$ cat config.mk
export PLATFORM = sky130hd
export DESIGN_NAME = amrcp_core
export DESIGN_NICKNAME = d
export VERILOG_FILES = /design/src/verilog/amrcp_core.v
export VERILOG_INCLUDE_DIRS = /design/src /design/src/verilog
export SDC_FILE = /design/constraint.sdc
export NUM_CORES = 1
export LEC_CHECK = 0
export BUFFER_PORTS_ARGS = -buffer_cell sky130_fd_sc_hd__clkbuf_2
export CAP_MARGIN = 5
export CORE_MARGIN = 8
export CORE_UTILIZATION = 40
export DETAILED_ROUTE_END_ITERATION = 12
export HOLD_SLACK_MARGIN = 0.08
export PLACE_DENSITY = 0.67
export RECOVER_POWER = 50
export SLEW_MARGIN = 20
export SYNTH_ARGS = -nofsm -noshare
export SYNTH_HDL_FRONTEND = slang
export SYNTH_SLANG_ARGS = --single-unit
export TNS_END_PERCENT = 100
$ cat constraint.sdc
create_clock -name clk_in -period 11.2 [get_ports clk_in]
set_input_delay 0.56 -clock clk_in [delete_from_list [all_inputs] [get_ports clk_in]]
set_output_delay 0.56 -clock clk_in [all_outputs]
set_load 0.005 [all_outputs]
$ cat src/verilog/amrcp_consts.vh
// command codes, property addresses, reset values and status layout
// included by the receiver command block; definitions only
`ifndef AMRCP_CONSTS_VH
`define AMRCP_CONSTS_VH
// command bytes
`define CMD_POWER_UP     8'h01
`define CMD_REV_QUERY    8'h10
`define CMD_POWER_DOWN   8'h11
`define CMD_PROP_WRITE   8'h12
`define CMD_PROP_READ    8'h13
`define CMD_IRQ_STATUS   8'h14
`define CMD_PATCH_ARG    8'h15
`define CMD_PATCH_DATA   8'h16
`define CMD_TUNE         8'h40
`define CMD_SEARCH       8'h41
`define CMD_TUNE_QUERY   8'h42
`define CMD_QUAL_QUERY   8'h43
`define CMD_OUT_DRIVE    8'h80
`define CMD_OUT_LEVEL    8'h81
// power-up function codes
`define FUNC_RECEIVE     4'h1
`define FUNC_LIB_QUERY   4'hF
// status byte bits
`define ST_CTS           7
`define ST_ERR           6
`define ST_QUAL          3
`define ST_DONE          0
// property addresses
`define P_IRQ_EN         16'h0001
`define P_DAF            16'h0102
`define P_DSR            16'h0104
`define P_REF_FREQ       16'h0201
`define P_REF_PRE        16'h0202
`define P_DEEMPH         16'h3100
`define P_CHAN_BW        16'h3102
`define P_QIRQ_CFG       16'h3200
`define P_NR_HI          16'h3201
`define P_NR_LO          16'h3202
`define P_ST_HI          16'h3203
`define P_ST_LO          16'h3204
`define P_SM_RATE        16'h3300
`define P_SM_SLOPE       16'h3301
`define P_SM_MAX         16'h3302
`define P_SM_NOISE       16'h3303
`define P_BAND_LO        16'h3400
`define P_BAND_HI        16'h3401
`define P_STEP           16'h3402
`define P_SRCH_NR        16'h3403
`define P_SRCH_ST        16'h3404
`define P_VOLUME         16'h4000
`define P_HMUTE          16'h4001
`define P_GAIN_REL       16'h4101
// reset values
`define R_REF_FREQ       16'h8000
`define R_REF_PRE        16'h0001
`define R_CHAN_BW        16'h0003
`define R_THR_HI         16'h007F
`define R_SM_RATE        16'h0040
`define R_SM_SLOPE       16'h0002
`define R_SM_MAX         16'h0010
`define R_SM_NOISE       16'h000A
`define R_BAND_LO        16'h0208
`define R_BAND_HI        16'h06AE
`define R_STEP           16'h000A
`define R_SRCH_NR        16'h0005
`define R_SRCH_ST        16'h0019
`define R_VOLUME         16'h003F
`define R_GAIN_REL       16'h008C
// value limits
`define GAIN_REL_MIN     16'h0004
`define GAIN_REL_MAX     16'h00F8
`define REF_FREQ_MIN     16'h799A
`define REF_FREQ_MAX     16'h8666
`define CHAN_BW_MAX      16'h0006
// store size
`define PROP_COUNT       24
`define PROP_NONE        5'h1F
`endif

$ cat src/verilog/amrcp_core.v
// command decoder and property store of the am receiver function
// commands arrive on a parallel port from same-clock logic; tuner events are asynchronous
`timescale 1ns/1ps
`default_nettype none
`include "amrcp_consts.vh"

// Function
// - gain release rate accepts 4..248 in steps of 4, resets to 140
// - clear-to-send rises once a command, including property write, is handled
// - decode 0x01 power up, 0x10 revision, 0x11 power down
// - decode 0x12 property write, 0x13 property read, 0x14 interrupt status
// - 0x15 and 0x16 reserved for patch argument and data transfer
// - decode 0x40 tune, 0x41 search, 0x42 tune or search status
// - decode 0x43 signal quality query for current channel
// - 0x80 sets output drive, 0x81 output levels, firmware 2.0 and later
// - reference frequency 0 or 31130..34406 Hz, resets to 0x8000
// - reference prescaler at 0x0202 resets to 0x0001
// - channel bandwidth at 0x3102 resets to code 3; 1 kHz (code 6) needs BW_1K_OK set
// - de-emphasis at 0x3100 resets to disabled
// - quality interrupt config resets disabled, high limits 0x7F, low limits 0
// - soft mute max 16 dB, zero disables; rate 0x40, noise limit 10
// - search band 520..1710 kHz, step 10 kHz at reset
// - zero noise-ratio search threshold ignores that criterion; resets to 5
// - zero strength search threshold ignores that criterion; resets to 25
// - volume resets to 0x3F; hard mute mutes left and right outputs
// - digital format and sample rate reset to zero, firmware 2.0 and later
// - status bit 7 clear-to-send, bit 6 error
// - status bit 3 quality interrupt, bit 0 tune or search complete
module amrcp_core #(
    parameter [7:0] FW_MAJOR  = 8'h32,   // ascii firmware major, arbitrary
    parameter [7:0] FW_MINOR  = 8'h30,   // ascii firmware minor, arbitrary
    parameter [7:0] PART_CODE = 8'h5A,   // part number code, arbitrary
    parameter [7:0] LIB_ID    = 8'h01,   // library code, arbitrary
    parameter [0:0] BW_1K_OK  = 1'b1     // narrowest bandwidth code available
) (
    // clock and reset
    input  wire        clk_in,
    input  wire        resetn_in,
    // command port
    input  wire        cmd_valid_in,
    input  wire [7:0]  cmd_byte_in,
    input  wire [7:0]  cmd_arg_in,
    input  wire [15:0] prop_addr_in,
    input  wire [15:0] prop_data_in,
    // tuner events and metrics
    input  wire        tune_done_in,
    input  wire        quality_trig_in,
    input  wire [7:0]  noise_ratio_in,
    input  wire [7:0]  strength_in,
    // response
    output wire [7:0]  status_out,
    output reg         resp_valid_out,
    output reg  [15:0] resp_data_out,
    // device state
    output reg         powered_out,
    output reg         tuning_out,
    output reg         channel_valid_out,
    output reg  [2:0]  general_out_oe_out,
    output reg  [2:0]  general_out_level_out,
    output wire [5:0]  volume_out,
    output wire        mute_left_out,
    output wire        mute_right_out
);

    // =========================================================
    // decode helpers
    function [4:0] prop_idx;
        input [15:0] a;
        begin
            case (a)
                `P_IRQ_EN:   prop_idx = 5'd0;
                `P_DAF:      prop_idx = 5'd1;
                `P_DSR:      prop_idx = 5'd2;
                `P_REF_FREQ: prop_idx = 5'd3;
                `P_REF_PRE:  prop_idx = 5'd4;
                `P_DEEMPH:   prop_idx = 5'd5;
                `P_CHAN_BW:  prop_idx = 5'd6;
                `P_QIRQ_CFG: prop_idx = 5'd7;
                `P_NR_HI:    prop_idx = 5'd8;
                `P_NR_LO:    prop_idx = 5'd9;
                `P_ST_HI:    prop_idx = 5'd10;
                `P_ST_LO:    prop_idx = 5'd11;
                `P_SM_RATE:  prop_idx = 5'd12;
                `P_SM_SLOPE: prop_idx = 5'd13;
                `P_SM_MAX:   prop_idx = 5'd14;
                `P_SM_NOISE: prop_idx = 5'd15;
                `P_BAND_LO:  prop_idx = 5'd16;
                `P_BAND_HI:  prop_idx = 5'd17;
                `P_STEP:     prop_idx = 5'd18;
                `P_SRCH_NR:  prop_idx = 5'd19;
                `P_SRCH_ST:  prop_idx = 5'd20;
                `P_VOLUME:   prop_idx = 5'd21;
                `P_HMUTE:    prop_idx = 5'd22;
                `P_GAIN_REL: prop_idx = 5'd23;
                default:     prop_idx = `PROP_NONE;
            endcase
        end
    endfunction

    function [15:0] prop_rst;
        input [4:0] i;
        begin
            case (i)
                5'd3:    prop_rst = `R_REF_FREQ;
                5'd4:    prop_rst = `R_REF_PRE;
                5'd6:    prop_rst = `R_CHAN_BW;
                5'd8:    prop_rst = `R_THR_HI;
                5'd10:   prop_rst = `R_THR_HI;
                5'd12:   prop_rst = `R_SM_RATE;
                5'd13:   prop_rst = `R_SM_SLOPE;
                5'd14:   prop_rst = `R_SM_MAX;
                5'd15:   prop_rst = `R_SM_NOISE;
                5'd16:   prop_rst = `R_BAND_LO;
                5'd17:   prop_rst = `R_BAND_HI;
                5'd18:   prop_rst = `R_STEP;
                5'd19:   prop_rst = `R_SRCH_NR;
                5'd20:   prop_rst = `R_SRCH_ST;
                5'd21:   prop_rst = `R_VOLUME;
                5'd23:   prop_rst = `R_GAIN_REL;
                default: prop_rst = 16'h0000;
            endcase
        end
    endfunction

    // =========================================================
    // synchronisers for tuner side
    reg  [2:0]  done_sync_ff;
    reg  [2:0]  qual_sync_ff;
    reg  [7:0]  nr_meta_ff;
    reg  [7:0]  nr_ff;
    reg  [7:0]  st_meta_ff;
    reg  [7:0]  st_ff;

    always @(posedge clk_in or negedge resetn_in) begin
        if (!resetn_in) begin
            done_sync_ff <= 3'h0;
            qual_sync_ff <= 3'h0;
            nr_meta_ff   <= 8'h00;
            nr_ff        <= 8'h00;
            st_meta_ff   <= 8'h00;
            st_ff        <= 8'h00;
        end else begin
            done_sync_ff <= {done_sync_ff[1:0], tune_done_in};
            qual_sync_ff <= {qual_sync_ff[1:0], quality_trig_in};
            nr_meta_ff   <= noise_ratio_in;
            nr_ff        <= nr_meta_ff;
            st_meta_ff   <= strength_in;
            st_ff        <= st_meta_ff;
        end
    end

    wire done_evt = done_sync_ff[1] & ~done_sync_ff[2];
    wire qual_evt = qual_sync_ff[1] & ~qual_sync_ff[2];

    // =========================================================
    // command state
    localparam [0:0] S_IDLE = 1'b0;
    localparam [0:0] S_EXEC = 1'b1;

    reg         state_ff;
    reg  [7:0]  cmd_ff;
    reg  [7:0]  arg_ff;
    reg  [15:0] addr_ff;
    reg  [15:0] data_ff;
    reg         cts_ff;
    reg         err_ff;
    reg         done_flag_ff;
    reg         qual_flag_ff;
    reg  [15:0] prop_ff [0:`PROP_COUNT-1];

    wire        fw2 = (FW_MAJOR >= 8'h32);
    wire [4:0]  idx = prop_idx(addr_ff);
    wire [15:0] rd_val = (idx == `PROP_NONE) ? 16'h0000 : prop_ff[idx];

    // value check per property
    reg         val_ok;
    always @* begin
        val_ok = 1'b1;
        case (idx)
            5'd1, 5'd2: val_ok = fw2;
            5'd3: val_ok = (data_ff == 16'h0000) ||
                           ((data_ff >= `REF_FREQ_MIN) && (data_ff <= `REF_FREQ_MAX));
            5'd6: val_ok = (data_ff <= `CHAN_BW_MAX) &&
                           (BW_1K_OK || (data_ff != `CHAN_BW_MAX));
            5'd23: val_ok = (data_ff >= `GAIN_REL_MIN) && (data_ff <= `GAIN_REL_MAX) &&
                            (data_ff[1:0] == 2'b00);
            `PROP_NONE: val_ok = 1'b0;
            default: val_ok = 1'b1;
        endcase
    end

    // =========================================================
    // execute decode
    reg         nxt_err;
    reg         nxt_powered;
    reg         nxt_tuning;
    reg         prop_wr;
    reg         prop_dflt;
    reg         clr_done;
    reg         clr_qual;
    reg  [15:0] nxt_resp;
    reg  [2:0]  nxt_oe;
    reg  [2:0]  nxt_lvl;

    always @* begin
        nxt_err     = 1'b0;
        nxt_powered = powered_out;
        nxt_tuning  = tuning_out;
        prop_wr     = 1'b0;
        prop_dflt   = 1'b0;
        clr_done    = 1'b0;
        clr_qual    = 1'b0;
        nxt_resp    = 16'h0000;
        nxt_oe      = general_out_oe_out;
        nxt_lvl     = general_out_level_out;
        case (cmd_ff)
            `CMD_POWER_UP: begin
                if (powered_out)
                    nxt_err = 1'b1;
                else if (arg_ff[3:0] == `FUNC_RECEIVE)
                    nxt_powered = 1'b1;
                else if (arg_ff[3:0] == `FUNC_LIB_QUERY)
                    nxt_resp = {PART_CODE, LIB_ID};
                else
                    nxt_err = 1'b1;
            end
            `CMD_REV_QUERY: nxt_resp = {FW_MAJOR, FW_MINOR};
            `CMD_POWER_DOWN: begin
                nxt_powered = 1'b0;
                nxt_tuning  = 1'b0;
                prop_dflt   = 1'b1;
                nxt_oe      = 3'h0;
                nxt_lvl     = 3'h0;
            end
            `CMD_PROP_WRITE: begin
                if (!powered_out || !val_ok)
                    nxt_err = 1'b1;
                else
                    prop_wr = 1'b1;
            end
            `CMD_PROP_READ: begin
                if (!powered_out || (idx == `PROP_NONE))
                    nxt_err = 1'b1;
                else
                    nxt_resp = rd_val;
            end
            `CMD_IRQ_STATUS: begin
                clr_done = arg_ff[0];
                clr_qual = arg_ff[0];
            end
            `CMD_PATCH_ARG, `CMD_PATCH_DATA: nxt_err = powered_out;
            `CMD_TUNE, `CMD_SEARCH: begin
                if (!powered_out)
                    nxt_err = 1'b1;
                else
                    nxt_tuning = 1'b1;
            end
            `CMD_TUNE_QUERY: begin
                nxt_err  = !powered_out;
                clr_done = arg_ff[0];
                nxt_resp = {7'h00, channel_valid_out, 7'h00, tuning_out};
            end
            `CMD_QUAL_QUERY: begin
                nxt_err  = !powered_out;
                clr_qual = arg_ff[0];
                nxt_resp = {st_ff, nr_ff};
            end
            `CMD_OUT_DRIVE: begin
                if (!powered_out || !fw2)
                    nxt_err = 1'b1;
                else
                    nxt_oe = arg_ff[3:1];
            end
            `CMD_OUT_LEVEL: begin
                if (!powered_out || !fw2)
                    nxt_err = 1'b1;
                else
                    nxt_lvl = arg_ff[3:1];
            end
            default: nxt_err = 1'b1;
        endcase
    end

    wire exec = (state_ff == S_EXEC);

    // =========================================================
    // sequencing and status
    always @(posedge clk_in or negedge resetn_in) begin
        if (!resetn_in) begin
            state_ff              <= S_IDLE;
            cmd_ff                <= 8'h00;
            arg_ff                <= 8'h00;
            addr_ff               <= 16'h0000;
            data_ff               <= 16'h0000;
            cts_ff                <= 1'b1;
            err_ff                <= 1'b0;
            resp_valid_out        <= 1'b0;
            resp_data_out         <= 16'h0000;
            powered_out           <= 1'b0;
            tuning_out            <= 1'b0;
            general_out_oe_out    <= 3'h0;
            general_out_level_out <= 3'h0;
        end else begin
            resp_valid_out <= 1'b0;
            case (state_ff)
                S_IDLE: begin
                    if (cmd_valid_in && cts_ff) begin
                        state_ff <= S_EXEC;
                        cts_ff   <= 1'b0;
                        cmd_ff   <= cmd_byte_in;
                        arg_ff   <= cmd_arg_in;
                        addr_ff  <= prop_addr_in;
                        data_ff  <= prop_data_in;
                    end
                end
                S_EXEC: begin
                    state_ff              <= S_IDLE;
                    cts_ff                <= 1'b1;
                    err_ff                <= nxt_err;
                    resp_valid_out        <= 1'b1;
                    resp_data_out         <= nxt_resp;
                    powered_out           <= nxt_powered;
                    general_out_oe_out    <= nxt_oe;
                    general_out_level_out <= nxt_lvl;
                end
                default: state_ff <= S_IDLE;
            endcase
            if (exec)
                tuning_out <= nxt_tuning;
            else if (done_evt)
                tuning_out <= 1'b0;
        end
    end

    // event flags: a set in the same cycle as a clear wins
    always @(posedge clk_in or negedge resetn_in) begin
        if (!resetn_in) begin
            done_flag_ff <= 1'b0;
            qual_flag_ff <= 1'b0;
        end else begin
            if (done_evt && powered_out)
                done_flag_ff <= 1'b1;
            else if (exec && clr_done)
                done_flag_ff <= 1'b0;
            if (qual_evt && powered_out && (prop_ff[7] != 16'h0000))
                qual_flag_ff <= 1'b1;
            else if (exec && clr_qual)
                qual_flag_ff <= 1'b0;
        end
    end

    assign status_out = {cts_ff, err_ff, 2'b00, qual_flag_ff, 2'b00, done_flag_ff};

    // =========================================================
    // property store
    genvar gi;
    generate
        for (gi = 0; gi < `PROP_COUNT; gi = gi + 1) begin : g_prop
            localparam [4:0] SLOT = gi;
            always @(posedge clk_in or negedge resetn_in) begin
                if (!resetn_in)
                    prop_ff[gi] <= prop_rst(SLOT);
                else if (exec && prop_dflt)
                    prop_ff[gi] <= prop_rst(SLOT);
                else if (exec && prop_wr && (idx == SLOT))
                    prop_ff[gi] <= data_ff;
            end
        end
    endgenerate

    // =========================================================
    // channel validity against search thresholds
    always @(posedge clk_in or negedge resetn_in) begin
        if (!resetn_in)
            channel_valid_out <= 1'b0;
        else
            channel_valid_out <= powered_out &&
                ((prop_ff[19] == 16'h0000) || ({8'h00, nr_ff} >= prop_ff[19])) &&
                ((prop_ff[20] == 16'h0000) || ({8'h00, st_ff} >= prop_ff[20]));
    end

    assign volume_out     = prop_ff[21][5:0];
    assign mute_left_out  = prop_ff[22][1];
    assign mute_right_out = prop_ff[22][0];

endmodule // amrcp_core
`default_nettype wire

==> metrics.cfg, run 1 <==
[status]
outcome=finished with violations
violations=capacitance limit, slew limit

[setup_path]
worstSetupPathType=register to register
cp-end-kind=register
worst_ep_required_time_ps=11640
cp_max_fo=12
start_kind=register
crit_arrival_ps=5600
r2r_cells=11

[layout]
nets=2642
multi_input_area_um2=11600
nFillCells=5884
layout-drive-gt1-share_pct=12.37
final_core_util_pct=45.28
areaGrowthSynthToFinish_pct=12.85
regArea_um2=12500

[grt]
gr-usage-all-layers_pct=22.67
antenna_found_initial=2
grt_pass1_vias=20306
grt_max_degree=238
overflow=0
grt_pass1_wl_mm=125.2

[route]
antenna_left=0
wl_met1_mm=33.23
routed_via_density=5.852
highest_layer=met5
dr_wl_met2_mm=38.56
drcViolationCount=0
via_count=20189
route.met3.wl_mm=6.919
wl_mm=81.92
routedWlPerCell_um=23.74
drtIter0Drc=2093
firstDrtPassIters=6

[power_and_ir_drop]
p_sw_share_pct=31.73
power_frac_seq_pct=43.7
power.switching_mw=1.524
clkPwrFrac_pct=39.0
peakVddDrop_uv=190.8
powerDensity_nw_per_um2=169.4
p_int_mw=3.280
p_comb_share_pct=17.3
power.leakage_nw=12.67

[floorplanning]
dieArea_um2=71100
ios=111
rows=92
core_um2=62620
dieHeight_um=266.6
start_util_pct=40.13
die_w_um=266.6

[logic_synthesis]
synth.top_cell.area_share_pct=44.61
yosysMostFrequentCell=nor2_1
synth_common_cells=nor2_1 (474), dfrtp_1 (448), mux2i_1 (397)
postSynthCellCount=2526
ys.flop_type=dfrtp_1
synth_warnings=0
synthArstFlopShare_pct=100.0
synth_cell_types=89
synth-seq-area-share_pct=49.74
synth_area_um2=25130
synth-edff-count=0
synth_area_leaders=dfrtp_1 (45%), mux2i_1 (16%), nor2_1 (7.1%)
syn_area_per_cell_um2=9.948
ys_ff_latch=497
synth_area_leader_cell=dfrtp_1

[clock_network]
cts_tree=yes
root_buffer=clkbuf_16
clock_sinks=497
clock_latency_ps=650
ctsResizeCount=0
cts_hold_buf=19
ctsHtreeMaxLevel=2
clk_path_buf_depth=3
cts-buffers-inserted=54
path_clk_slew_ps=70
cts_setup_buffers=0

[place]
portBuffers=102
globalplace.congestion=0.9309
dpl.hpwl_mm=53.50

[timing]
min_period_ps=5155
relSlewSlack_pct=-178.3
setup_viol=0
finalSetupTns_ps=0
period_share_pct=46.02
hold_viol_final=0
worst_pin_slew_ps=4175
maxSlewViolCount=308
fin_skew_ps=47.08
rsz0062_at_grt=false
fmax_ghz=0.1940

[job]
cap_violations=5

[hold_path]
hold_path_class=primary input to asynchronous set/reset pin

[power by group through the flow]
stage / sequential [mW] / combinational [mW] / clock (mW)
global route: 2.12 / 0.892 / 1.96
detailed placement: 2.13 / 0.812 / 0
global placement: 2.12 / 0.798 / 0
floorplan: 2.04 / 0.555 / 0
CTS: 2.10 / 0.820 / 1.89
finish: 2.10 / 0.833 / 1.87
[placed cells by master (no fill, tap or decap), types with 24 or more instances in the layout]
| cell type | count |
|---|---|
| a21oi_1 | 57 |
| buf_4 | 54 |
| clkbuf_1 | 50 |
| clkbuf_16 | 54 |
| clkbuf_2 | 75 |
| dfrtp_1 | 448 |
| dfstp_2 | 41 |
| inv_1 | 33 |
| mux2i_1 | 397 |
| nand2_1 | 266 |
| nand3_1 | 33 |
| nor2_1 | 472 |
| nor3_1 | 45 |
| nor4_1 | 24 |
| o21ai_0 | 43 |
| o22ai_1 | 74 |
[sequential cells by signal (all words and copies together) (netlist names), 4 cells and up]
| signal | count |
|---|---|
| nr_ff | 8 |
| arg_ff | 4 |
| resp_data_out | 16 |
| addr_ff | 16 |
| st_ff | 8 |
| data_ff | 16 |
| nr_meta_ff | 8 |
| st_meta_ff | 8 |
| cmd_ff | 8 |
| prop_ff | 376 |
| volume_out | 6 |
[final timing paths]
kind                                  from         endpoint  slack [ps]
min                              resetn_in     prop_ff[113]          40
max in group asynchronous        resetn_in      prop_ff[48]        6380
max reg2reg                    addr_ff[14]     prop_ff[366]        6050
min in group clk_in        prop_addr_in[2]       addr_ff[2]         100
min reg2reg                qual_sync_ff[0]  qual_sync_ff[1]         350
max                            addr_ff[14]     prop_ff[366]        6050
[layer usage]
| metal | vias up | global-route usage (%) |
|---|---|---|
| met3 | 200 | 4.615 |
| met2 | 860 | 36.88 |
| met5 | - | 0 |
| met4 | 2 | 9.263 |
| met1 | 10216 | 29.37 |
| li1 | 8911 | - |
[cell families after synthesis]
kind of cell    Yosys count  synth area share (%)
xor+xnor                  3                0.1046
simple gates           1012                 18.88
flops                   497                 49.74
buf+inv                 248                 4.531
fa+ha+maj                17                0.8365
compound gates          351                 10.09
mux                     397                 15.81
other cells               1               0.01492
[worst max-delay path, cell delays in order (launching register included)]
cell and delay (ps):
dfrtp_1 440, nand4bb_1 580, nor4_1 660, o21ai_0 270, nand2_1 460, nor3_1 180, nor2_1 650, nand3_1 550
nor3_4 480, buf_4 370, mux2i_1 230, nor2_1 60
[cell type report]
type	count	share of cell area, %
Antenna cell	1	0.008825
Clock buffer	86	5.683
Clock inverter	16	0.9178
Inverter	34	0.4501
Multi-Input combinational cell	1784	40.92
Sequential cell	497	44.07
Tap cell	846	3.733
Timing Repair Buffer	186	4.214
[stage by stage]
| step | instances | setup slack, ps | hold slack, ps | cell area [µm²] | total power, mW |
|---|---|---|---|---|---|
| floorplan | 2529 | 7644 | 264.4 | 25140 | 2.595 |
| global placement | 3324 | 5996 | 332.2 | 26260 | 2.919 |
| detailed placement | 3324 | 6052 | 334.7 | 26280 | 2.939 |
| CTS | 3445 | 6026 | 82.26 | 28340 | 4.810 |
| global route | 3449 | 5472 | 108.3 | 28350 | 4.975 |
| finish | 3450 | 6045 | 39.51 | 28360 | 4.804 |
Note: power is estimated with default switching activity, not from simulation.
==> inputs of run 2 (changes only) <==
--- a/config.mk
+++ b/config.mk
@@ -12,7 +12,7 @@
 export CORE_UTILIZATION = 40
 export DETAILED_ROUTE_END_ITERATION = 12
 export HOLD_SLACK_MARGIN = 0.08
-export PLACE_DENSITY = 0.67
+export PLACE_DENSITY = 0.69
 export RECOVER_POWER = 50
 export SLEW_MARGIN = 20
 export SYNTH_ARGS = -nofsm -noshare
==> constraint.sdc (replaced) <==
create_clock -name clk_in -period 4.5 [get_ports clk_in]
set_input_delay 0.225 -clock clk_in [delete_from_list [all_inputs] [get_ports clk_in]]
set_output_delay 0.225 -clock clk_in [all_outputs]
set_load 0.005 [all_outputs]
==> run 2 against run 1 <==
Effect of this change: the run still ends with capacitance limit, slew limit left; die area unchanged; setup slack got worse by 5900 ps; first-iteration DRC count increased by 18%; combinational power increased to 2.6 times the previous value; power increased to 2.5 times the previous value; register-to-register slack got worse by 5900 ps; via count increased by 4.4%; clock power increased by 140%; clock skew decreased by 13 ps; fmax increased by 18%; non-clock buffer count increased by 118; critical path depth unchanged; critical path type unchanged.
==> metrics.cfg, run 2 (synthesis results as in run 1) <==
[floorplanning]
ios=111
start_util_pct=40.13
rows=92
core_um2=62620
dieHeight_um=266.6
die_w_um=266.6
dieArea_um2=71100

[clock_network]
clock_latency_ps=630
cts_tree=yes
ctsHtreeMaxLevel=2
clk_path_buf_depth=3
clock_sinks=497
root_buffer=clkbuf_16
cts-buffers-inserted=52
path_clk_slew_ps=70

[setup_path]
crit_chain=or4_1 > or3_1 > or2_2 > nand4_1 > nand2_1 > o21a_1 > o32a_1 > o21ai_0 > nor3_1 > buf_4 > o31a_1
r2r_cells=11
start_kind=register
cp-end-kind=register
critical_path_depth=11
slowest_delay_ps=770
worst_ep_required_time_ps=5000
cp_max_fo=10
crit_family=simple AND/OR/NAND/NOR gates
crit_arrival_ps=4850
worstSetupPathType=register to register
crit_buf_inv=1
slowest_stage=or4_1

[route]
via_count=21076
drcViolationCount=0
antenna_left=0
wl_mm=85.87
drtIter0Drc=2465
routed_via_density=5.912
firstDrtPassIters=6
routedWlPerCell_um=24.09

[power_and_ir_drop]
p_comb_share_pct=17.9
p_sw_share_pct=31.85
peakVddDrop_uv=319.6
p_int_mw=8.196
power_frac_seq_pct=44.0
power.switching_mw=3.831
clkPwrFrac_pct=38.1
power.leakage_nw=13.26
powerDensity_nw_per_um2=407.4

[place]
portBuffers=102
globalplace.congestion=0.9391
place_ws_ps=-27.02
place_area_um2=27070
dpl.hpwl_mm=56.96

[grt]
grt_pass1_vias=21227
antenna_found_initial=3
gr-usage-all-layers_pct=23.61
overflow=0
grt_max_degree=139
grt_pass1_wl_mm=130.4

[timing]
setup_viol=0
fin_ws_ps=149.3
hold_viol_final=0
relSlewSlack_pct=-130.6
rsz0062_at_grt=false
period_share_pct=96.68
hold_slack_ps=251.0
min_period_ps=4351
maxSlewViolCount=126
fin_skew_ps=33.95
fmax_ghz=0.2298
worst_pin_slew_ps=3458

[layout]
final_core_util_pct=47.15
fin_area_um2=29520
areaGrowthSynthToFinish_pct=17.49
largest_register=prop_ff
final_cell_mix=nor2_1 (473), dfrtp_1 (447), mux2i_1 (397), nand2_1 (265), buf_4 (115)
layout-drive-gt1-share_pct=14.72
nets=2759
largest_reg_flops=376
layout.cells.most_common=nor2_1

[status]
violations=capacitance limit, slew limit
outcome=finished with violations

[hold_path]
hold_path_class=primary input to register
hold_depth=2

[job]
cap_violations=1

run 2: cell types whose count changed in the layout (fill, tap and decap cells not counted), moves of 2 or more:
cell / before / now
buf_4: 54 / 115
dlygate4sd3_1: 19 / 64
buf_12: 1 / 22
clkbuf_1: 50 / 46
clkbuf_2: 75 / 71
buf_8: 3 / 0
clkbuf_16: 54 / 52
clkinv_4: 0 / 2
nor2_4: 2 / 0
nor4_1: 24 / 22
nor4_2: 6 / 8
run 2: worst reg2reg max path, stage by stage (launching register included):
cell,delay [ps]
dfrtp_1,440
or4_1,770
or3_1,430
or2_2,350
nand4_1,520
nand2_1,320
o21a_1,390
o32a_1,400
o21ai_0,100
nor3_1,100
buf_4,180
o31a_1,250
run 2: power by group through the flow:
| stage | combinational, mW | sequential (mW) | clock, mW |
|---|---|---|---|
| finish | 2.16 | 5.29 | 4.58 |
| global route | 2.30 | 5.33 | 4.80 |
| CTS | 2.11 | 5.28 | 4.62 |
| detailed placement | 2.04 | 5.36 | 0 |
| global placement | 2.02 | 5.34 | 0 |
| floorplan | 1.38 | 5.08 | 0 |
run 2: repair_timing:
item / CTS / global route
resized for setup: 0 / 5
hold endpoints to repair: 172 / 0
setup endpoints to repair: 16 / 253
setup buffers: 1 / 0
hold buffers: 64 / 0
cloned: 0 / 1
pin swaps: 1 / 1
run 2: routing by layer:
metal	wire length, µm	vias to the layer above	GRT usage, %
met5	30	-	0
met3	7564	282	5.462
met1	34280	10558	30.28
met2	39240	1092	37.66
li1	-	9140	-
met4	4759	4	11.01
run 2: final timing paths:
kind / startpoint / endpoint / slack (ps)
max: addr_ff[5] / resp_data_out[11] / 150
min: strength_in[7] / st_meta_ff[7] / 250
max reg2reg: addr_ff[5] / resp_data_out[11] / 150
min reg2reg: qual_sync_ff[0] / qual_sync_ff[1] / 340
max in group asynchronous: resetn_in / prop_ff[171] / 820
min in group asynchronous: resetn_in / prop_ff[123] / 1260
run 2: stage by stage:
step	total power [mW]	TNS [ps]	instances
after floorplan	6.458	0	2529
after global placement	7.357	0	3400
after detailed placement	7.401	-168.6	3400
after CTS	12.01	0	3562
after global routing	12.43	0	3563
final	12.03	0	3565
run 2: layout make-up:
type                       count  area [µm²]
fill                        5746       33100
timing repair buffer         304        2420
clock buffer                  81        1560
antenna                        2       5.005
clock inverter                16       236.5
sequential                   497       12500
inverter                      34       127.6
tap                          846        1059
multi-input combinational   1785       11620
==> inputs of run 3 (changes only) <==
--- a/config.mk
+++ b/config.mk
@@ -6,6 +6,7 @@
 export SDC_FILE = /design/constraint.sdc
 export NUM_CORES = 1
 export LEC_CHECK = 0
+export ABC_AREA = 1
 export BUFFER_PORTS_ARGS = -buffer_cell sky130_fd_sc_hd__clkbuf_2
 export CAP_MARGIN = 5
 export CORE_MARGIN = 8
@@ -14,6 +15,7 @@
 export HOLD_SLACK_MARGIN = 0.08
 export PLACE_DENSITY = 0.69
 export RECOVER_POWER = 50
+export SETUP_SLACK_MARGIN = 0.5
 export SLEW_MARGIN = 20
 export SYNTH_ARGS = -nofsm -noshare
 export SYNTH_HDL_FRONTEND = slang
==> run 3 against run 2 <==
Effect of this change: the run still ends with capacitance limit, slew limit left; cell count grew 13%; die area shrank 1.0%; critical path depth grew 11; wire length shrank 6.2%; via count grew 6.0%; clock skew shrank 9.4 ps.
==> metrics.cfg, run 3 <==
[timing]
fmax_ghz=0.2576
fin_skew_ps=24.51
min_period_ps=3882
rsz0062_at_grt=true
finalSetupTns_ps=0
relSlewSlack_pct=-92.45
worst_pin_slew_ps=2887
hold_viol_final=0
setup_viol=0
maxSlewViolCount=111
period_share_pct=86.26

[layout]
largest_register=prop_ff
final_core_util_pct=46.43
areaGrowthSynthToFinish_pct=15.05
largest_reg_flops=376
nets=3222
nFillCells=5960
layout-drive-gt1-share_pct=12.42
layout.cells.most_common=nand2_1
final_cell_mix=nand2_1 (620), dfrtp_1 (448), inv_1 (423), nor2_1 (338), o22ai_1 (250)

[route]
routed_via_density=5.562
via_count=22350
wl_mm=80.53
antenna_left=0
drcViolationCount=0
routedWlPerCell_um=20.04
firstDrtPassIters=6
drtIter0Drc=2391

[clock_network]
cts-buffers-inserted=52
clock_sinks=497
root_buffer=clkbuf_16
path_clk_slew_ps=60
cts_tree=yes
cts_setup_buffers=0
clk_path_buf_depth=3
ctsHtreeMaxLevel=2
clock_latency_ps=620

[logic_synthesis]
postSynthCellCount=3060
synth-seq-area-share_pct=50.27
synthArstFlopShare_pct=100.0
ys_ff_latch=497
ys.flop_type=dfrtp_1
synth.top_cell.area_share_pct=45.10
synth_warnings=0
synth-edff-count=0
syn_area_per_cell_um2=8.124
synth_area_leader_cell=dfrtp_1
synth_area_um2=24860
yosysMostFrequentCell=nand2_1
synth_cell_types=48
synth_area_leaders=dfrtp_1 (45%), nand2_1 (9.4%), inv_1 (6.4%)
synth_common_cells=nand2_1 (621), dfrtp_1 (448), inv_1 (425)

[setup_path]
startpoint=addr_ff[12]
cp_max_fo=47
worst_ep_required_time_ps=5050
start_kind=register
slowest_stage=inv_8
crit_arrival_ps=4440
crit_top_cell=nand2_1
r2r_cells=22
worstSetupPathType=register to register
crit_family=simple AND/OR/NAND/NOR gates
r2r-start=addr_ff[12]
crit_chain=nand2_1 > inv_2 > nand2_1 > nor2_1 > nand2_2 > nand2_1 > nor2_1 > nand3_2 > inv_8 > o21ai_4 > buf_4 > nand2_1 > nand2_1 > nor2_1 > nor2_1 > nor2_1 > nand2_1 > nand2_1 > nand2_1 > nand2_1 > nand2_1 > nand2_1
crit_buf_inv=3
cp-end-kind=register
slowest_delay_ps=440
critical_path_depth=22

[grt]
overflow=0
grt_pass1_vias=21716
gr-usage-all-layers_pct=22.34
grt_use_met2_pct=33.83
antenna_found_initial=1
grt_max_degree=120
grt_busiest_layer=met2
grt_pass1_wl_mm=125.8
grtUsageMet1_pct=30.80
met3_usage_pct=4.580

[floorplanning]
die_w_um=265.3
ios=111
dieArea_um2=70380
start_util_pct=40.36
dieHeight_um=265.3
rows=91
core_um2=61600

[job]
cap_violations=1

[hold_path]
worstHoldStart=strength_in[6]
hold_path_class=primary input to register
hold_depth=2

[status]
outcome=finished with violations
violations=capacitance limit, slew limit

[power_and_ir_drop]
peakVddDrop_uv=290.3
power.leakage_nw=13.66
powerDensity_nw_per_um2=421.2

[place]
globalplace.congestion=0.9430
dpl.hpwl_mm=51.56
portBuffers=102

-- run 3: changes by cell type in the layout (fill, tap and decap cells not counted), moves of 81 or more --
cell / before / now
inv_1: 33 / 423
mux2i_1: 397 / 0
nand2_1: 265 / 620
nor2_1: 473 / 338
o22ai_1: 74 / 250
nand3_1: 32 / 113
nand4_1: 14 / 235
-- run 3: final timing paths --
check | to | slack (ps)
setup / recovery | resp_data_out[5] | 620
hold / removal | st_meta_ff[6] | 250
setup reg to reg | resp_data_out[5] | 620
hold reg to reg | st_ff[5] | 350
max in group asynchronous | prop_ff[270] | 1670
min in group asynchronous | done_sync_ff[1] | 1030
-- run 3: per-layer routing --
layer / part of all wire [%] / vias to the layer above
met4: 4.1 / 4
met3: 9.2 / 189
li1: - / 10282
met2: 45 / 1062
met1: 42 / 10813
met5: 0.16 / -
-- run 3: final cells by class --
cell class / instances / area [µm²] / area share (%)
tap: 837 / 1047 / 3.662
antenna: 1 / 2.502 / 0.008749
clock buffer: 69 / 1485 / 5.193
multi-input combinational: 1907 / 9711 / 33.95
inverter: 447 / 1687 / 5.897
timing repair buffer: 232 / 1708 / 5.971
clock inverter: 28 / 462.9 / 1.619
sequential: 497 / 12500 / 43.70
-- run 3: where the power goes --
part | switching (mW) | internal [mW]
clock | 1.89 | 2.96
sequential | 0.286 | 4.82
combinational | 1.61 | 0.472
total | 3.79 | 8.26
-- run 3: through the flow --
step	power [mW]	setup WS, ps	instance area, µm²	hold slack [ps]	instances
after global routing	12.44	495.1	28600	259.1	4017
final	12.05	618.4	28600	253.7	4018
after CTS	12.05	570.5	28640	235.6	4017
after detailed placement	7.170	596.8	26050	334.7	3856
after global placement	7.143	653.3	26050	332.5	3856
after floorplan	6.222	1937	24870	-70.59	3063
-- run 3: timing repair --
| action | 4_1_cts | 5_1_grt |
|---|---|---|
| endpoints found under the setup margin | 0 | 117 |
| hold endpoints to repair | 156 | 0 |
| gates resized for setup | 0 | 4 |
| hold buffers | 64 | 0 |
-- run 3: cell families (layout without fill, tap and decap cells) --
| logic type | count (synthesis) | count (layout) | share of synthesized area, % |
|---|---|---|---|
| adders and majority gates | 16 | 16 | 0.8053 |
| DFF | 497 | 497 | 50.27 |
| buffers and inverters | 659 | 776 | 10.79 |
| and+or+nand+nor | 1407 | 1407 | 25.85 |
| AOI/OAI and AO/OA | 480 | 480 | 12.26 |
| other | 1 | 5 | 0.01508 |
